<file path="config.mk">
export PLATFORM = sky130hd
export DESIGN_NAME = clppt_top
export DESIGN_NICKNAME = d
export VERILOG_FILES = /design/src/core/clppt_pkg.sv /design/src/core/clppt_top.sv
export SDC_FILE = /design/constraint.sdc
export NUM_CORES = 1
export LEC_CHECK = 0
export ABC_AREA = 1
export BUFFER_PORTS_ARGS = -buffer_cell sky130_fd_sc_hd__clkbuf_2
export CORE_MARGIN = 8
export CORE_UTILIZATION = 45
export DETAILED_ROUTE_END_ITERATION = 8
export PLACE_DENSITY = 0.65
export SYNTH_ARGS = -nofsm -noshare
export SYNTH_HDL_FRONTEND = slang
export SYNTH_SLANG_ARGS = --single-unit
</file>
<file path="constraint.sdc">
create_clock -name clk_sys -period 2 [get_ports clk_sys]
set_input_delay 0.1 -clock clk_sys [delete_from_list [all_inputs] [get_ports clk_sys]]
set_output_delay 0.1 -clock clk_sys [all_outputs]
set_load 0.01 [all_outputs]
</file>
<file path="src/core/clppt_pkg.sv">
// Constants and types of the cascaded long-period pulse timer
package clppt_pkg;

  // Register byte offsets
  localparam logic [7:0] OFS_RUN = 8'h00;
  localparam logic [7:0] OFS_UP_CTL = 8'h04;
  localparam logic [7:0] OFS_UP_MODE = 8'h08;
  localparam logic [7:0] OFS_UP_PIN = 8'h0C;
  localparam logic [7:0] OFS_UP_CNT = 8'h10;
  localparam logic [7:0] OFS_UP_GA = 8'h14;
  localparam logic [7:0] OFS_UP_GB = 8'h18;
  localparam logic [7:0] OFS_LO_CTL = 8'h1C;
  localparam logic [7:0] OFS_LO_MODE = 8'h20;
  localparam logic [7:0] OFS_LO_PIN = 8'h24;
  localparam logic [7:0] OFS_LO_CNT = 8'h28;
  localparam logic [7:0] OFS_LO_GA = 8'h2C;
  localparam logic [7:0] OFS_LO_GB = 8'h30;
  localparam logic [7:0] OFS_STATUS = 8'h34;
  // Byte distance between the two channel register groups
  localparam logic [7:0] CH_STRIDE = 8'h18;

  // Run bit positions of the chained channels
  localparam int RUN_UPPER = 4;
  localparam int RUN_LOWER = 5;

  // Reset values and the counter maximum
  localparam logic [15:0] CNT_RST = 16'h0000;
  localparam logic [15:0] GR_RST = 16'hFFFF;
  localparam logic [15:0] CNT_MAX = 16'hFFFF;
  localparam logic [5:0] RUN_RST = 6'h00;

  // Field codes
  localparam logic [2:0] PSC_DIV1 = 3'h0;
  localparam logic [2:0] PSC_DIV4 = 3'h1;
  localparam logic [2:0] PSC_DIV16 = 3'h2;
  localparam logic [2:0] PSC_DIV64 = 3'h3;
  localparam logic [2:0] PSC_CASCADE = 3'h7;
  localparam logic [2:0] CLR_NONE = 3'h0;
  localparam logic [2:0] CLR_ON_A = 3'h1;
  localparam logic [2:0] CLR_ON_B = 3'h2;
  localparam logic [3:0] MODE_NORMAL = 4'h0;
  localparam logic [3:0] MODE_PWM1 = 4'h2;
  localparam logic [3:0] MODE_PWM2 = 4'h3;

  // AXI responses
  localparam logic [1:0] RESP_OKAY = 2'h0;
  localparam logic [1:0] RESP_SLVERR = 2'h2;

  // Counter control byte
  typedef struct packed {
    logic [2:0] clr;
    logic [1:0] ckedge;
    logic [2:0] psc;
  } clppt_ctl_s;

  // Pin function byte: bit 3 of a half selects capture, bit 2 the initial
  // level, bits 1:0 the action on match
  typedef struct packed {
    logic [3:0] iob;
    logic [3:0] ioa;
  } clppt_pin_s;

  localparam clppt_ctl_s CTL_RST = 8'h00;
  localparam clppt_pin_s PIN_RST = 8'h00;
  localparam logic [3:0] MODE_RST = 4'h0;

endpackage

</file>
<file path="src/core/clppt_top.sv">
// Cascaded long-period pulse timer with AXI4-Lite register slave
//
// The AXI4-Lite interface to the registers and the register addresses were left to the implementer.
`timescale 1ns/1ns
`default_nettype none
module clppt_top
  import clppt_pkg::*;
#(
  parameter int AW = 8
) (
  // Clock and reset
  input wire logic clk_sys,
  input wire logic resetn,
  // Hardware standby, clears the counters
  input wire logic hw_standby,
  // Capture inputs, index 0 upper, 1 lower
  input wire logic [1:0] capture_a_in,
  input wire logic [1:0] capture_b_in,
  // Pulse outputs
  output logic pulse_output_pin,
  output logic lower_output_pin,
  // AXI4-Lite write address
  input wire logic [AW-1:0] s_axi_awaddr,
  input wire logic s_axi_awvalid,
  output logic s_axi_awready,
  // AXI4-Lite write data
  input wire logic [31:0] s_axi_wdata,
  input wire logic [3:0] s_axi_wstrb,
  input wire logic s_axi_wvalid,
  output logic s_axi_wready,
  // AXI4-Lite write response
  output logic [1:0] s_axi_bresp,
  output logic s_axi_bvalid,
  input wire logic s_axi_bready,
  // AXI4-Lite read address
  input wire logic [AW-1:0] s_axi_araddr,
  input wire logic s_axi_arvalid,
  output logic s_axi_arready,
  // AXI4-Lite read data
  output logic [31:0] s_axi_rdata,
  output logic [1:0] s_axi_rresp,
  output logic s_axi_rvalid,
  input wire logic s_axi_rready
);

  // Per-channel state, index 0 upper, 1 lower, with the run register and the shared prescaler
  logic [5:0] run_r;
  clppt_ctl_s ctl_r [2];
  logic [3:0] mode_r [2];
  clppt_pin_s pin_r [2];
  logic [15:0] cnt_r [2];
  logic [15:0] ga_r [2];
  logic [15:0] gb_r [2];
  logic [1:0] pin_out_r;
  logic [1:0] cap_a_d_r;
  logic [1:0] cap_b_d_r;
  logic [5:0] psc_r;

  // Bus state
  logic aw_got_r;
  logic w_got_r;
  logic [AW-1:0] awaddr_r;
  logic [31:0] wdata_r;
  logic [3:0] wstrb_r;
  logic wr_go;
  logic wr_hit;
  logic [7:0] wr_ofs;

  // Event terms
  logic [1:0] run;
  logic [1:0] tick;
  logic [1:0] match_a;
  logic [1:0] match_b;
  logic [1:0] cap_a;
  logic [1:0] cap_b;
  logic [1:0] clr_now;
  logic lower_wrap;

  // Byte-lane merge of a 16-bit register
  function automatic logic [15:0] merge16(input logic [15:0] old,
                                          input logic [31:0] d,
                                          input logic [3:0] s);
    logic [15:0] r;
    r = old;
    if (s[0]) r[7:0] = d[7:0];
    if (s[1]) r[15:8] = d[15:8];
    return r;
  endfunction

  // Byte-lane merge of an 8-bit register
  function automatic logic [7:0] merge8(input logic [7:0] old,
                                        input logic [31:0] d,
                                        input logic [3:0] s);
    return s[0] ? d[7:0] : old;
  endfunction

  // Pin action on a compare match
  function automatic logic pin_act(input logic cur, input logic [1:0] code);
    case (code)
      2'b01: return 1'b0;
      2'b10: return 1'b1;
      2'b11: return ~cur;
      default: return cur;
    endcase
  endfunction

  // Offset of a channel register
  function automatic logic [7:0] ch_ofs(input logic [7:0] base, input int c);
    return (c == 0) ? base : base + CH_STRIDE;
  endfunction

  // Internal clock tick for a prescaler code
  function automatic logic psc_tick(input logic [2:0] code,
                                    input logic [5:0] div);
    case (code)
      PSC_DIV1: return 1'b1;
      PSC_DIV4: return &div[1:0];
      PSC_DIV16: return &div[3:0];
      PSC_DIV64: return &div;
      default: return 1'b0;
    endcase
  endfunction

  // Address known to the map
  function automatic logic is_mapped(input logic [7:0] a);
    return (a[1:0] == 2'b00) && (a <= OFS_STATUS);
  endfunction

  // Handshake outputs
  assign s_axi_awready = !aw_got_r && !s_axi_bvalid;
  assign s_axi_wready = !w_got_r && !s_axi_bvalid;
  assign s_axi_arready = !s_axi_rvalid;
  assign wr_go = aw_got_r && w_got_r && !s_axi_bvalid;
  assign wr_ofs = 8'(awaddr_r);
  assign wr_hit = wr_go && is_mapped(wr_ofs);

  // Write address and data capture, either order
  always_ff @(posedge clk_sys or negedge resetn) begin
    if (!resetn) begin
      aw_got_r <= 1'b0;
      w_got_r <= 1'b0;
      awaddr_r <= '0;
      wdata_r <= 32'h0000_0000;
      wstrb_r <= 4'h0;
    end else begin
      if (s_axi_awvalid && s_axi_awready) begin
        aw_got_r <= 1'b1;
        awaddr_r <= s_axi_awaddr;
      end else if (wr_go) begin
        aw_got_r <= 1'b0;
      end
      if (s_axi_wvalid && s_axi_wready) begin
        w_got_r <= 1'b1;
        wdata_r <= s_axi_wdata;
        wstrb_r <= s_axi_wstrb;
      end else if (wr_go) begin
        w_got_r <= 1'b0;
      end
    end
  end

  // Write response
  always_ff @(posedge clk_sys or negedge resetn) begin
    if (!resetn) begin
      s_axi_bvalid <= 1'b0;
      s_axi_bresp <= RESP_OKAY;
    end else if (wr_go) begin
      s_axi_bvalid <= 1'b1;
      s_axi_bresp <= is_mapped(wr_ofs) ? RESP_OKAY : RESP_SLVERR;
    end else if (s_axi_bready) begin
      s_axi_bvalid <= 1'b0;
    end
  end

  // Read data, one cycle after the address
  always_ff @(posedge clk_sys or negedge resetn) begin
    if (!resetn) begin
      s_axi_rvalid <= 1'b0;
      s_axi_rdata <= 32'h0000_0000;
      s_axi_rresp <= RESP_OKAY;
    end else if (s_axi_arvalid && s_axi_arready) begin
      s_axi_rvalid <= 1'b1;
      s_axi_rresp <= is_mapped(8'(s_axi_araddr)) ? RESP_OKAY : RESP_SLVERR;
      s_axi_rdata <= 32'h0000_0000;
      case (8'(s_axi_araddr))
        OFS_RUN: s_axi_rdata[5:0] <= run_r;
        OFS_UP_CTL: s_axi_rdata[7:0] <= ctl_r[0];
        OFS_UP_MODE: s_axi_rdata[3:0] <= mode_r[0];
        OFS_UP_PIN: s_axi_rdata[7:0] <= pin_r[0];
        OFS_UP_CNT: s_axi_rdata[15:0] <= cnt_r[0];
        OFS_UP_GA: s_axi_rdata[15:0] <= ga_r[0];
        OFS_UP_GB: s_axi_rdata[15:0] <= gb_r[0];
        OFS_LO_CTL: s_axi_rdata[7:0] <= ctl_r[1];
        OFS_LO_MODE: s_axi_rdata[3:0] <= mode_r[1];
        OFS_LO_PIN: s_axi_rdata[7:0] <= pin_r[1];
        OFS_LO_CNT: s_axi_rdata[15:0] <= cnt_r[1];
        OFS_LO_GA: s_axi_rdata[15:0] <= ga_r[1];
        OFS_LO_GB: s_axi_rdata[15:0] <= gb_r[1];
        OFS_STATUS: s_axi_rdata[1:0] <= pin_out_r;
        default: s_axi_rdata <= 32'h0000_0000;
      endcase
    end else if (s_axi_rready) begin
      s_axi_rvalid <= 1'b0;
    end
  end

  // Run register, one bit per channel
  always_ff @(posedge clk_sys or negedge resetn) begin
    if (!resetn) begin
      run_r <= RUN_RST;
    end else if (wr_hit && wr_ofs == OFS_RUN && wstrb_r[0]) begin
      run_r <= wdata_r[5:0];
    end
  end

  // Mode, control and pin function registers
  always_ff @(posedge clk_sys or negedge resetn) begin
    if (!resetn) begin
      for (int c = 0; c < 2; c++) begin
        ctl_r[c] <= CTL_RST;
        mode_r[c] <= MODE_RST;
        pin_r[c] <= PIN_RST;
      end
    end else if (wr_hit) begin
      for (int c = 0; c < 2; c++) begin
        if (wr_ofs == ch_ofs(OFS_UP_CTL, c))
          ctl_r[c] <= merge8(ctl_r[c], wdata_r, wstrb_r);
        if (wr_ofs == ch_ofs(OFS_UP_MODE, c) && wstrb_r[0])
          mode_r[c] <= wdata_r[3:0];
        if (wr_ofs == ch_ofs(OFS_UP_PIN, c))
          pin_r[c] <= merge8(pin_r[c], wdata_r, wstrb_r);
      end
    end
  end

  // Shared prescaler divider
  always_ff @(posedge clk_sys or negedge resetn) begin
    if (!resetn) begin
      psc_r <= 6'h00;
    end else begin
      psc_r <= psc_r + 6'h01;
    end
  end

  // Capture input edge history
  always_ff @(posedge clk_sys or negedge resetn) begin
    if (!resetn) begin
      cap_a_d_r <= 2'b00;
      cap_b_d_r <= 2'b00;
    end else begin
      cap_a_d_r <= capture_a_in;
      cap_b_d_r <= capture_b_in;
    end
  end

  // Lower wrap from maximum to zero drives the upper clock
  assign lower_wrap = tick[1] && cnt_r[1] == CNT_MAX;

  // Count enables, matches, captures and clears
  always_comb begin
    for (int c = 0; c < 2; c++) begin
      run[c] = run_r[c == 0 ? RUN_UPPER : RUN_LOWER];
      tick[c] = run[c] && psc_tick(ctl_r[c].psc, psc_r);
      if (c == 0 && ctl_r[0].psc == PSC_CASCADE)
        tick[c] = run[c] && lower_wrap;
      match_a[c] = tick[c] && !pin_r[c].ioa[3] && cnt_r[c] == ga_r[c];
      match_b[c] = tick[c] && !pin_r[c].iob[3] && cnt_r[c] == gb_r[c];
      cap_a[c] = run[c] && pin_r[c].ioa[3] && capture_a_in[c] && !cap_a_d_r[c];
      cap_b[c] = run[c] && pin_r[c].iob[3] && capture_b_in[c] && !cap_b_d_r[c];
      case (ctl_r[c].clr)
        CLR_ON_A: clr_now[c] = match_a[c] || cap_a[c];
        CLR_ON_B: clr_now[c] = match_b[c] || cap_b[c];
        default: clr_now[c] = 1'b0;
      endcase
    end
  end

  // Channel counters
  always_ff @(posedge clk_sys or negedge resetn) begin
    if (!resetn) begin
      for (int c = 0; c < 2; c++) cnt_r[c] <= CNT_RST;
    end else begin
      for (int c = 0; c < 2; c++) begin
        if (hw_standby)
          cnt_r[c] <= CNT_RST;
        else if (wr_hit && wr_ofs == ch_ofs(OFS_UP_CNT, c))
          cnt_r[c] <= merge16(cnt_r[c], wdata_r, wstrb_r);
        else if (clr_now[c])
          cnt_r[c] <= CNT_RST;
        else if (tick[c])
          cnt_r[c] <= cnt_r[c] + 16'h0001;
      end
    end
  end

  // Compare and capture registers
  always_ff @(posedge clk_sys or negedge resetn) begin
    if (!resetn) begin
      for (int c = 0; c < 2; c++) begin
        ga_r[c] <= GR_RST;
        gb_r[c] <= GR_RST;
      end
    end else begin
      for (int c = 0; c < 2; c++) begin
        if (cap_a[c])
          ga_r[c] <= cnt_r[c];
        else if (wr_hit && wr_ofs == ch_ofs(OFS_UP_GA, c))
          ga_r[c] <= merge16(ga_r[c], wdata_r, wstrb_r);
        if (cap_b[c])
          gb_r[c] <= cnt_r[c];
        else if (wr_hit && wr_ofs == ch_ofs(OFS_UP_GB, c))
          gb_r[c] <= merge16(gb_r[c], wdata_r, wstrb_r);
      end
    end
  end

  // Compare-A pin of each channel
  always_ff @(posedge clk_sys or negedge resetn) begin
    if (!resetn) begin
      pin_out_r <= 2'b00;
    end else begin
      for (int c = 0; c < 2; c++) begin
        if (!run[c]) begin
          pin_out_r[c] <= pin_r[c].ioa[2];
        end else begin
          case (mode_r[c])
            MODE_PWM1: begin
              if (match_b[c])
                pin_out_r[c] <= pin_act(pin_out_r[c], pin_r[c].iob[1:0]);
              else if (match_a[c])
                pin_out_r[c] <= pin_act(pin_out_r[c], pin_r[c].ioa[1:0]);
            end
            MODE_PWM2: begin
              if (clr_now[c])
                pin_out_r[c] <= pin_r[c].ioa[2];
              else if (match_a[c])
                pin_out_r[c] <= pin_act(pin_out_r[c], pin_r[c].ioa[1:0]);
            end
            MODE_NORMAL: begin
              if (match_a[c])
                pin_out_r[c] <= pin_act(pin_out_r[c], pin_r[c].ioa[1:0]);
            end
            default: pin_out_r[c] <= pin_out_r[c];
          endcase
        end
      end
    end
  end

  // Pin outputs, PWM mode 1 pairs A and B on the A pin
  assign pulse_output_pin = pin_out_r[0];
  assign lower_output_pin = pin_out_r[1];

endmodule
`default_nettype wire

</file>
After elaboration in Yosys (flattened, before gate mapping)

Cells that the tools add are included.
Widths: inputs -> output; s select.

Logic and storage cells: 272
Memories: 0
Input bits: 64
Bits in latches: 0
Memory bits (writable): 0
Flip-flop bits (word level): 204
Bits in read-only memories: 0

Mux-type cells: 51
Eq/ne operators: 65
Div/mod/pow operators: 0
$mul: 0
Bitwise operators: 2
Add/sub/neg operators: 3
Order comparisons: 2
Shifts and indexed selects: 0
Reduce and logical (&&, ||, !) cells: 109

Operator list:

| kind                  | number |
|---|---|
| $mux 16               | 16 |
| $eq 8x6->1 const B    | 11 |
| $eq 16x16->1          | 4 |
| $eq 8x5->1 const B    | 8 |
| $pmux 8 s6            | 1 |
| $logic_and 1x1->1     | 44 |
| $reduce_and 2->1      | 17 |
| $add 16x1->16 const B | 2 |
| $eq 8x4->1 const B    | 4 |
| $reduce_bool 2->1     | 16 |
| $pmux 2 s14           | 1 |
| $pmux 2 s13           | 1 |
| $pmux 2 s11           | 1 |
| $pmux 2 s10           | 1 |
| $eq 3x2->1 const B    | 6 |
| $pmux 1 s3            | 6 |
| $eq 16x16->1 const B  | 1 |
| $eq 2x2->1 const B    | 8 |
| $eq 4x2->1 const B    | 4 |
| $eq 8x3->1 const B    | 2 |
| $le 8x6->1 const B    | 2 |
| $logic_not 8->1       | 2 |
| $mux 1                | 16 |
| $mux 8                | 2 |
| other kinds (20)      | 56 |

Longest topological paths before layout

Gate-level depths: netlist of the first run.

Depth after elaboration: 13
Mapped depth: 19

Worst setup path before layout of the first run

No wires, ideal clock.

Path type: register to register
Start: register cnt_r[1] in the netlist's numbering
End: register pin_out_r[0]
Data required time: 1883 ps
Cell stages (with the launch flop): 18
Clock period less this slack: 2054 ps
Setup time: 117 ps
Buffers on the path: 1
Slack: -54 ps
Arrival: 1937 ps
Path through: dfrtp_1 ha_1 nand3_4 nor2_8 nand3_2 nor2_1 nand2_2 nand2_2 nand3_1 nand2_2 nand2_4 nand2_4 buf_6 nand2_2 nand3_1 nand2_1 nand2_1 nand2_1

Word-level cells in the longest chain between the ends: 11
Elaborated cells on any way between the ends: 18

Ends and longest elaborated chain:

| element                                                  | RTL line                           | text |
|---|---|---|
| start, declared                                          | clppt_top.sv:51                    | `logic [15:0] cnt_r [2];` |
| start signal, assigned by index                          | clppt_top.sv:287                   | `cnt_r[c] <= merge16(cnt_r[c], wdata_r, wstrb_r);` |
| start signal, assigned by index                          | clppt_top.sv:291                   | `cnt_r[c] <= cnt_r[c] + 16'h0001;` |
| $eq 16x16->1 *                                           | clppt_top.sv:257                   | `assign lower_wrap = tick[1] && cnt_r[1] == CNT_MAX;` |
| $logic_and 1x1->1 *                                      | clppt_top.sv:257                   |  |
| $logic_and 1x1->1 *                                      | clppt_top.sv:265                   | `tick[c] = run[c] && lower_wrap;` |
| $mux 1 *                                                 | clppt_top.sv:264                   | `if (c == 0 && ctl_r[0].psc == PSC_CASCADE)` |
| $logic_and 1x1->1, on equally long branches (2 in a row) | clppt_top.sv:267, clppt_top.sv:266 |  |
| $logic_or 1x1->1, on equally long branches               | clppt_top.sv:272, clppt_top.sv:271 |  |
| $pmux 1 s2                                               | clppt_top.sv:270                   | `case (ctl_r[c].clr)` |
| $mux 1                                                   | clppt_top.sv:334                   | `if (clr_now[c])` |
| $pmux 1 s3                                               | clppt_top.sv:326                   | `case (mode_r[c])` |
| $mux 1                                                   | clppt_top.sv:323                   | `if (!run[c]) begin` |
| end signal, assigned by index                            | clppt_top.sv:324                   | `pin_out_r[c] <= pin_r[c].ioa[2];` |
| end signal, assigned by index                            | clppt_top.sv:329                   | `pin_out_r[c] <= pin_act(pin_out_r[c], pin_r[c].iob[1:0]);` |
| end signal, assigned by index                            | clppt_top.sv:335                   | `pin_out_r[c] <= pin_r[c].ioa[2];` |
| end, declared                                            | clppt_top.sv:54                    | `logic [1:0] pin_out_r;` |

Every way passes the cells marked *; elsewhere a longest branch is shown, timed or not.
A chain may end at the register's enable or synchronous reset.

Worst setup path after layout of the first run

Start: register psc_r[1]
End: register cnt_r[17] in the netlist's numbering

Word-level cells in the longest chain between the ends: 13
Elaborated cells on any way between the ends: 22

Ends and longest elaborated chain:

| element                                                  | RTL line                           | text |
|---|---|---|
| start, declared                                          | clppt_top.sv:57                    | `logic [5:0] psc_r;` |
| start signal, assigned                                   | clppt_top.sv:241                   | `psc_r <= psc_r + 6'h01;` |
| $reduce_and 6->1 (tied with other cells)                 | clppt_top.sv:119                   | `PSC_DIV64: return &div;` |
| $pmux 1 s4                                               | clppt_top.sv:115                   | `case (code)` |
| $logic_and 1x1->1                                        | clppt_top.sv:263                   | `tick[c] = run[c] && psc_tick(ctl_r[c].psc, psc_r);` |
| $logic_and 1x1->1                                        | clppt_top.sv:257                   |  |
| $logic_and 1x1->1                                        | clppt_top.sv:265                   |  |
| $mux 1 *                                                 | clppt_top.sv:264                   |  |
| $logic_and 1x1->1, on equally long branches (2 in a row) | clppt_top.sv:267, clppt_top.sv:266 |  |
| $logic_or 1x1->1, on equally long branches               | clppt_top.sv:272, clppt_top.sv:271 |  |
| $pmux 1 s2                                               | clppt_top.sv:270                   |  |
| $mux 16                                                  | clppt_top.sv:288                   | `else if (clr_now[c])` |
| $mux 16                                                  | clppt_top.sv:286                   | `else if (wr_hit && wr_ofs == ch_ofs(OFS_UP_CNT, c))` |
| $mux 16                                                  | clppt_top.sv:284                   | `if (hw_standby)` |

Marks and branches as above.

==> results.txt, run 1 <==
Crit-path slowest cell: dfrtp_1
Origin of the critical flop-to-flop path: psc_r[1]
Drt drc: 0
Die width: 181 um
Crit-path max FO: 8
Crit-path leading delay family: simple AND/OR/NAND/NOR gates
Maximum root-to-sink buffer count: 3
Die height: 181 um
#FFs+latches synth: 202
Clk sinks: 202
Critical path data required time: 2.44 ns
Slew Viols, Final: 0
RePlAce Congestion: 0.985
Total Routing Usage GR: 26.1%
1st-pass router iterations: 5
Layout area overhead: 33.4%
Drt total wl: 44.9 mm
Dominant cells by area after synthesis: dfrtp_1, dfstp_2, nand2_1
Failing checks: negative setup slack
R2R setup slack: -0.14 ns
TNS Setup: -3.24 ns
Yosys top cell area share: 28.2%
Port Buffers: 70
Yosys top cell by area: dfrtp_1
Syn Inst Count: 1,646
Vias: 12,800
Number of diodes: 0
Worst r2r dst: cnt_r[17]
Iteration-0 DRC count of the detailed router: 1,331
Synth Flop Type: dfrtp_1
Root buf cell: clkbuf_16
Worst vdd ir: 0.754 mV
Placed Area: 0.0144 mm^2
Wire per inst: 19.6 um
EDFF count, synth: 0
Most frequent cell after synthesis: nand2_1
Syn_area_per_cell: 7.45 um^2
Relative slew margins: 57.2%
Startpoint Class: register
Min Hold Slack: 0.0925 ns
Critical Path Source: psc_r[1]
Post-detail-place hpwl: 32.5 mm
Critical path class: reg -> reg
CP endpoint kind: register
Finished Cell Area: 0.0163 mm^2
Fmax: 468 MHz
H-tree Lvls: 1
Final Skew: 0.0167 ns
Worst Tran Pin Value: 0.642 ns
Initial Utilization: 45.6%
Leakage: 0.00772 uW
Mapped Area: 0.0123 mm^2
Num CTS Buffers: 26
Post-synth top cells: nand2_1, inv_1, o21ai_0, nor2_1, dfrtp_1
Synth warn: 0
Yosys cell types: 52
Final #Nets: 2,003
PwrDens: 779 mW/mm^2
Register area share after synthesis: 41.9%
Worst-path cell chain: ha_4 -> nand2_2 -> nor2_4 -> nand3_4 -> a21oi_4 -> nand2_4 -> nand2_4 -> nand3_4 -> nand2_4 -> nand2_8 -> nand4_4 -> nand3_4 -> o21ai_1
Share of layout cells above drive strength 1: 28.5%
R2R depth: 13
Max_cap viols: 0
Worst skew pair latency: 0.54 ns
Status: complete, but fails checks
Core area: 0.0269 mm^2
Core Rows: 60
IO Count: 107
Endpoints failing hold: 0
Vias in the first global route: 12,400
Share of flip-flops with an asynchronous set or reset: 100%
Full die area: 0.0328 mm^2
CTS tree: yes
CP peak stage delay: 0.40 ns
Worst setup margin: -0.136 ns
Largest net degree at the start of global routing: 59
Worst hold path type: in -> async
Grt ovf: 0
Fin util: 60.8%
RSZ-0062 raised after global routing: true
Reg clk slew, reported paths: 0.06 ns
Final setup fails: 34
Crit share post-route: 107%
Crit path DAT: 2.58 ns
Crit path buf inv count: 0
First-pass GRT wire length: 68.6 mm
Post-DRT Antenna Nets: 0
Min cycle time layout: 2.14 ns
Antenna violations before repair: 0
Vias/cell: 5.58
## placed cells by master, fill, tap and decap left out, drive strengths merged, types with 45 or more instances in the layout
cell,count
nand2,446
buf,230
o21ai,214
inv,187
nor2,147
dfrtp,138
clkbuf,113
dfstp,64
nand3,58
a21oi,52
o22ai,45
## routing by layer
metal  vias to the layer above  global-route usage (%)  share of wire [%]
met5                         -                       0                  0
met4                         0                    12.8                5.8
met3                       154                    3.07                7.7
met2                       606                    42.5                 46
met1                      6094                    34.2                 41
li1                       5957                       -                  -
## registers in the layout (all words and copies together), names as in the netlist, 2 cells and up
signal and cells:
ga_r 32, psc_r 6, wdata_r 16, cnt_r 32, pin_r 16, cap_a_d_r 2
awaddr_r 8, run_r 6, gb_r 32, cap_b_d_r 2, mode_r 8, pin_out_r 2
ctl_r 16, s_axi_rdata 16, wstrb_r 2
## through the flow
stage	power, uW	worst slack (ns)	std cells
4_1_cts	12600	-0.118	2281
3_5_place_dp	7730	-0.252	2192
3_3_place_gp	7680	-0.140	2192
2_1_floorplan	6420	0.0176	1663
6_report	12700	-0.136	2294
5_1_grt	13300	-0.253	2294
## worst max-delay path by stage
stage	end	slack [ns]	depth (start not counted)
6_report	cnt_r[17]	-0.14	13
5_1_grt	cnt_r[5]	-0.25	14
3_3_place_gp	cnt_r[19]	-0.14	14
2_1_floorplan	pin_out_r[0]	0.02	17
3_5_place_dp	cnt_r[17]	-0.25	14
4_1_cts	cnt_r[13]	-0.12	15
## final cells by class
class / count / area, um^2
well taps: 341 / 427
clock inverters: 9 / 101
repair buffers: 338 / 2740
inverters: 188 / 708
flip-flops and latches: 202 / 5140
multi-input cells: 1178 / 6450
clock buffers: 38 / 777
fillers: 2396 / 10500
## where the power goes
| group | switching [uW] | internal (uW) |
|---|---|---|
| Clock | 1860 | 2940 |
| Combinational | 2010 | 1010 |
| Sequential | 390 | 4540 |
## cell families after synthesis
family,count (synthesis),share of synthesized area (%)
AOI/OAI and AO/OA,374,17.3
xor gates and xnor gates,55,3.93
adders and majority gates,5,0.510
buffers and inverters,283,10.0
DFF,202,41.9
muxes,5,0.459
other,1,0.0306
and+or+nand+nor,721,25.8
## what timing repair did
item | CTS | global route
gates cloned | 0 | 6
setup buffers | 10 | 8
hold endpoints to repair | 125 | 0
setup endpoints to repair | 56 | 111
hold buffers | 33 | 0
pin swaps | 31 | 41
gates resized for setup | 48 | 125
Power figures use the tool's default switching activity.
==> run 2: changes to the inputs <==
--- a/config.mk
+++ b/config.mk
@@ -13,2 +13,3 @@
 export PLACE_DENSITY = 0.65
+export SLEW_MARGIN = 10
 export SYNTH_ARGS = -nofsm -noshare
==> constraint.sdc (replaced) <==
create_clock -name clk_sys -period 2 [get_ports clk_sys]
set_input_delay 0 -clock clk_sys [delete_from_list [all_inputs] [get_ports clk_sys]]
set_output_delay 0 -clock clk_sys [all_outputs]
set_load 0.01 [all_outputs]
==> results.txt, run 2 (synthesized netlist as in run 1, its figures left out) <==
Die height: 181 um (unchanged)
Post-DRT Antenna Nets: 0 (unchanged)
Stages on worst setup path: 13 (unchanged)
Drt total wl: 46.4 mm (was 44.9 mm)
Startpoint Class: register (unchanged)
Worst hold path type: in -> reg (was in -> async)
Num CTS Buffers: 25 (was 26)
Worst Tran Pin Value: 0.808 ns (was 0.642 ns)
Critical path class: reg -> reg (unchanged)
Crit path DAT: 2.64 ns (was 2.58 ns)
Cell mode on critical path: nand2_1
Status: complete, but fails checks (unchanged)
Grt ovf: 0 (unchanged)
H-tree Lvls: 1 (unchanged)
Placed Area: 0.0143 mm^2 (was 0.0144 mm^2)
Worst r2r dst: cnt_r[7] (was cnt_r[17])
Finished Cell Area: 0.0168 mm^2 (was 0.0163 mm^2)
Core area: 0.0269 mm^2 (unchanged)
R2R setup slack: -0.17 ns (was -0.14 ns)
Vias in the first global route: 12,600 (was 12,400)
Crit-path max FO: 8 (unchanged)
Crit-path slowest cell: dfrtp_1 (unchanged)
Max_cap viols: 0 (unchanged)
Crit share post-route: 109% (was 107%)
Largest net degree at the start of global routing: 56 (was 59)
First-pass GRT wire length: 69.8 mm (was 68.6 mm)
Endpoints failing hold: 0 (unchanged)
Fmax: 460 MHz (was 468 MHz)
Min cycle time layout: 2.17 ns (was 2.14 ns)
Number of fill cells: 2,322 (was 2,396)
Initial Utilization: 45.6% (unchanged)
Critical path data required time: 2.46 ns (was 2.44 ns)
Drt drc: 0 (unchanged)
Final setup fails: 94 (was 34)
Clk sinks: 202 (unchanged)
Worst skew pair latency: 0.54 ns (about the same)
Antenna violations before repair: 0 (unchanged)
CP peak stage delay: 0.42 ns (was 0.40 ns)
Failing checks: negative setup slack (unchanged)
Iteration-0 DRC count of the detailed router: 1,241 (was 1,331)
Most common cell after layout, fill and taps aside: nand2_1 (unchanged)
Reg clk slew, reported paths: 0.06 ns (about the same)
Crit-path leading delay family: simple AND/OR/NAND/NOR gates (unchanged)
Full die area: 0.0328 mm^2 (unchanged)
Vias: 12,900 (was 12,800)
Number of diodes: 0 (unchanged)
Core Rows: 60 (unchanged)
Slew Viols, Final: 0 (unchanged)
PwrDens: 762 mW/mm^2 (was 779 mW/mm^2)
Leakage: 0.00792 uW (was 0.00772 uW)
Root buf cell: clkbuf_16 (unchanged)
RSZ-0062 raised after global routing: true (unchanged)
Post-detail-place hpwl: 32.4 mm (was 32.5 mm)
CTS tree: yes (unchanged)
Worst-path cell chain: inv_1 -> nand2_1 -> a21oi_1 -> nand2_1 -> nor2_1 -> nand3_2 -> nand2_1 -> nand2_2 -> nand2_4 -> nor2_4 -> nand3_4 -> nand3_4 -> o21ai_2 (was ha_4 -> nand2_2 -> nor2_4 -> nand3_4 -> a21oi_4 -> nand2_4 -> nand2_4 -> nand3_4 -> nand2_4 -> nand2_8 -> nand4_4 -> nand3_4 -> o21ai_1)
CP endpoint kind: register (unchanged)
Relative slew margins: 46.1% (was 57.2%)
Most frequent cells in the layout: nand2_1, buf_4, inv_1 (unchanged)
Crit path buf inv count: 1 (was 0)
Maximum root-to-sink buffer count: 3 (unchanged)
Critical Path Source: cnt_r[6] (was psc_r[1])
Min Hold Slack: 0.0512 ns (was 0.0925 ns)
Total Routing Usage GR: 26.7% (was 26.1%)
Final Skew: 0.00887 ns (was 0.0167 ns)
1st-pass router iterations: 6 (was 5)
RePlAce Congestion: 1.00 (was 0.985)
Share of layout cells above drive strength 1: 31.0% (was 28.5%)
Origin of the critical flop-to-flop path: cnt_r[6] (was psc_r[1])
Die width: 181 um (unchanged)
Layout area overhead: 37.0% (was 33.4%)
End point of the critical path: cnt_r[7] (was cnt_r[17])
R2R depth: 13 (unchanged)
Wire per inst: 20.2 um (was 19.6 um)
IO Count: 107 (unchanged)
Port Buffers: 70 (unchanged)
Worst vdd ir: 0.837 mV (was 0.754 mV)
TNS Setup: -7.35 ns (was -3.24 ns)
Worst setup margin: -0.175 ns (was -0.136 ns)
Final #Nets: 2,011 (was 2,003)
Largest regs: cnt_r x32, ga_r x32, gb_r x32 (unchanged)
Vias/cell: 5.60 (was 5.58)
## run 2: cell count changes in the layout (fill, tap and decap cells not counted), moves of 5 or more
cell,change
buf_4,-9
o21ai_0,-30
nand2_2,+8
nand2_4,+16
nor2_2,-5
o21ai_1,-5
nand2_1,-24
dlygate4sd3_1,+5
o21ai_2,+35
buf_12,+5
## run 2: final cells by class
type | count | area, um^2 | share of cell area (%)
timing repair buffer | 347 | 2950 | 17.6
multi-input combinational | 1178 | 6720 | 40.0
clock buffer | 39 | 758 | 4.51
inverter | 188 | 706 | 4.20
tap | 341 | 427 | 2.54
sequential | 202 | 5140 | 30.6
clock inverter | 7 | 91.3 | 0.544
## run 2: metal layers
layer	vias up	global-route usage [%]	part of all wire, %
met3	135	4.47	7.8
met1	6146	34.2	41
met4	0	10.0	4.5
met5	-	0	0
li1	5979	-	-
met2	625	44.5	47
## run 2: metrics by stage
| step | util [%] | cells | total power (uW) | setup WS, ns |
|---|---|---|---|---|
| floorplan | - | 1663 | 6420 | 0.0176 |
| global placement | 53.4 | 2187 | 7670 | -0.127 |
| detailed placement | 53.4 | 2187 | 7740 | -0.227 |
| CTS | 59.0 | 2284 | 12600 | -0.100 |
| global route | 62.5 | 2302 | 13300 | -0.285 |
| finish | 62.5 | 2302 | 12800 | -0.175 |
## run 2: how the worst min path moves through the flow
stage                  start           end  slack (ns)  depth (start not counted)
3_5_place_dp          resetn      pin_r[6]       -0.02                          1
6_report       s_axi_arvalid  s_axi_rvalid        0.05                          4
5_1_grt        s_axi_arvalid  s_axi_rvalid        0.09                          4
3_3_place_gp          resetn      pin_r[6]       -0.02                          1
4_1_cts        s_axi_arvalid  s_axi_rvalid        0.04                          4
2_1_floorplan         resetn      aw_got_r       -0.30                          0
## run 2: repair_timing
| action | in CTS | in global routing |
|---|---|---|
| cloned | 0 | 9 |
| pin swaps | 25 | 37 |
| resized for setup | 47 | 235 |
| endpoints found under the setup margin | 73 | 116 |
| buffers inserted | 12 | 9 |
| hold buffers | 39 | 0 |
| endpoints found under the hold margin | 184 | 0 |
## run 2: power breakdown
group | switching, uW | total (uW) | internal [uW] | leakage (uW)
Combinational | 2170 | 3190 | 1020 | 0.00504
Sequential | 384 | 4920 | 4530 | 0.00247
Clock | 1850 | 4700 | 2850 | 0.000417
## run 2: worst min-delay path: cells and delay by family
kind	cells	cell delay, ns
compound gates	1	0.11
buf+inv	2	0.34
simple gates	1	0.10
==> run 3: changes to the inputs <==
Settings changed: SETUP_SLACK_MARGIN set to 0.15.
==> results.txt, run 3 (synthesized netlist as in run 1, its figures left out) <==
First-pass GRT wire length: 71.2 mm (was 69.8 mm)
Crit-path max FO: 8 (unchanged)
Largest regs: cnt_r x32, ga_r x32, gb_r x32 (unchanged)
Number of fill cells: 2,272 (was 2,322)
Largest net degree at the start of global routing: 57 (was 56)
Met3 global-route usage: 3.75% (was 4.47%)
Most frequent cells in the layout: nand2_1, buf_4, inv_1 (unchanged)
Grt met1 use: 36.0% (was 34.2%)
Relative slew margins: 55.3% (was 46.1%)
Sw frac: 35.1% (was 34.3%)
CTS tree: yes (unchanged)
Worst skew pair latency: 0.53 ns (was 0.54 ns)
Power share of the combinational group: 25.1% (was 24.9%)
Vias: 13,000 (was 12,900)
Root buf cell: clkbuf_16 (unchanged)
Total net switching power: 4680 uW (was 4400 uW)
Share of layout cells above drive strength 1: 34.4% (was 31.0%)
Die height: 181 um (unchanged)
Core Rows: 60 (unchanged)
Critical path data required time: 2.45 ns (was 2.46 ns)
Final #Nets: 2,021 (was 2,011)
R2R setup slack: -0.22 ns (was -0.17 ns)
Initial Utilization: 45.6% (unchanged)
Max_cap viols: 0 (unchanged)
Worst r2r dst: cnt_r[26] (was cnt_r[7])
Worst Tran Pin Value: 0.669 ns (was 0.808 ns)
Num CTS Buffers: 25 (unchanged)
Finished Cell Area: 0.0172 mm^2 (was 0.0168 mm^2)
Crit share post-route: 111% (was 109%)
TNS Setup: -7.35 ns (about the same)
Internal: 8650 uW (was 8410 uW)
Post-DRT Antenna Nets: 0 (unchanged)
Critical Path Source: psc_r[0] (was cnt_r[6])
Area of the multi-input gates: 0.00691 mm^2 (was 0.00672 mm^2)
GR peak layer: met2 (unchanged)
Wire per inst: 20.3 um (was 20.2 um)
Min Hold Slack: 0.0171 ns (was 0.0512 ns)
Antenna violations before repair: 1 (was 0)
Critical path class: reg -> reg (unchanged)
Origin of the critical flop-to-flop path: psc_r[0] (was cnt_r[6])
Vias/cell: 5.61 (was 5.60)
Die width: 181 um (unchanged)
Met2 global-route usage: 44.7% (was 44.5%)
Worst setup margin: -0.220 ns (was -0.175 ns)
Grt ovf: 0 (unchanged)
Hold EP: w_got_r (was s_axi_rvalid)
Core area: 0.0269 mm^2 (unchanged)
Vias in the first global route: 12,600 (about the same)
Worst vdd ir: 0.902 mV (was 0.837 mV)
Final Skew: 0.0120 ns (was 0.00887 ns)
Sequential fraction of design power: 37.5% (was 38.4%)
Reg clk slew, reported paths: 0.06 ns (about the same)
Drt drc: 0 (unchanged)
Worst Hold Path Cells: 4 (unchanged)
Fmax: 450 MHz (was 460 MHz)
Failing checks: negative setup slack (unchanged)
Fin util: 64.1% (was 62.5%)
Most common cell after layout, fill and taps aside: nand2_1 (unchanged)
Seq. cell area: 0.00514 mm^2 (about the same)
Clk pwr share: 37.4% (was 36.7%)
Final setup fails: 64 (was 94)
Drt total wl: 46.8 mm (was 46.4 mm)
H-tree Lvls: 1 (unchanged)
Total Routing Usage GR: 27.2% (was 26.7%)
Leakage: 0.00809 uW (was 0.00792 uW)
Min cycle time layout: 2.22 ns (was 2.17 ns)
Port Buffers: 70 (unchanged)
RSZ-0062 raised after global routing: true (unchanged)
Layout area overhead: 40.5% (was 37.0%)
Hold path start: s_axi_wvalid (was s_axi_arvalid)
RePlAce Congestion: 0.983 (was 1.00)
Endpoints failing hold: 0 (unchanged)
Status: complete, but fails checks (unchanged)
CP endpoint kind: register (unchanged)
R2R depth: 13 (unchanged)
Slew Viols, Final: 0 (unchanged)
IO Count: 107 (unchanged)
Maximum root-to-sink buffer count: 3 (unchanged)
1st-pass router iterations: 5 (was 6)
Iteration-0 DRC count of the detailed router: 1,279 (was 1,241)
Crit path DAT: 2.67 ns (was 2.64 ns)
Clk sinks: 202 (unchanged)
Startpoint Class: register (unchanged)
Post-detail-place hpwl: 32.1 mm (was 32.4 mm)
Worst hold path type: in -> reg (unchanged)
PwrDens: 774 mW/mm^2 (was 762 mW/mm^2)
Placed Area: 0.0144 mm^2 (was 0.0143 mm^2)
Full die area: 0.0328 mm^2 (unchanged)
run 3: cell count changes in the layout (fill, tap and decap cells not counted), moves of 6 or more:
cell and change:
nand2_2 +23, buf_6 +10, a21oi_1 -10, nand2_1 -32, o21ai_1 +35, a21oi_2 +9
o21ai_0 -36, buf_16 +6, clkbuf_1 -6, nand2_4 +11, clkbuf_8 -7
run 3: what timing repair did:
action / in CTS / in global routing
hold buffers: 35 / 0
cloned: 7 / 5
hold endpoints to repair: 194 / 0
endpoints found under the setup margin: 94 / 146
pin swaps: 26 / 26
setup buffers: 25 / 8
gates resized for setup: 132 / 253
run 3: per-layer routing:
metal | wire length (um) | vias up
met1 | 19300 | 6235
met5 | 0 | -
met3 | 3550 | 133
met2 | 21500 | 598
li1 | - | 6012
met4 | 2490 | 0
run 3: critical path, stage by stage (launching register included):
cell and delay [ns]:
dfrtp_1 0.39, ha_4 0.19, nand3_1 0.14, nand2_1 0.12
nand2_2 0.09, a21oi_4 0.23, nand2_2 0.13, nand2_4 0.10
nand3_2 0.07, nand2_2 0.08, nand2_4 0.08, nand4_4 0.18
nand3_4 0.17, o21ai_2 0.18
run 3: worst max path at each step:
stage / to / slack (ns) / cells past startpoint
after floorplan: pin_out_r[0] / 0.05 / 17
after global placement: cnt_r[19] / -0.13 / 13
after detailed placement: cnt_r[20] / -0.24 / 13
after CTS: cnt_r[30] / -0.12 / 13
after global routing: cnt_r[6] / -0.31 / 15
final: cnt_r[26] / -0.22 / 13
run 3: area by class of cell:
type	instances	area share, %
multi-input combinational	1178	40.1
sequential	202	29.9
timing repair buffer	357	18.2
inverter	188	4.10
clock buffer	26	3.71
tap	341	2.48
clock inverter	19	1.48
antenna	1	0.0145
run 3: power by group through the flow:
stage               clock network, uW  registers (uW)  logic (uW)
floorplan                           0            4860        1570
global route                     5180            5040        3620
finish                           4980            5000        3340
global placement                    0            4970        2740
CTS                              5040            4940        3040
detailed placement                  0            4980        2790
run 3: metrics by stage:
step                cells  worst slack (ns)  power [uW]
finish               2312            -0.220       13300
global route         2312            -0.314       13800
CTS                  2298            -0.117       13000
detailed placement   2186            -0.240        7770
global placement     2186            -0.125        7710
floorplan            1663            0.0503        6440
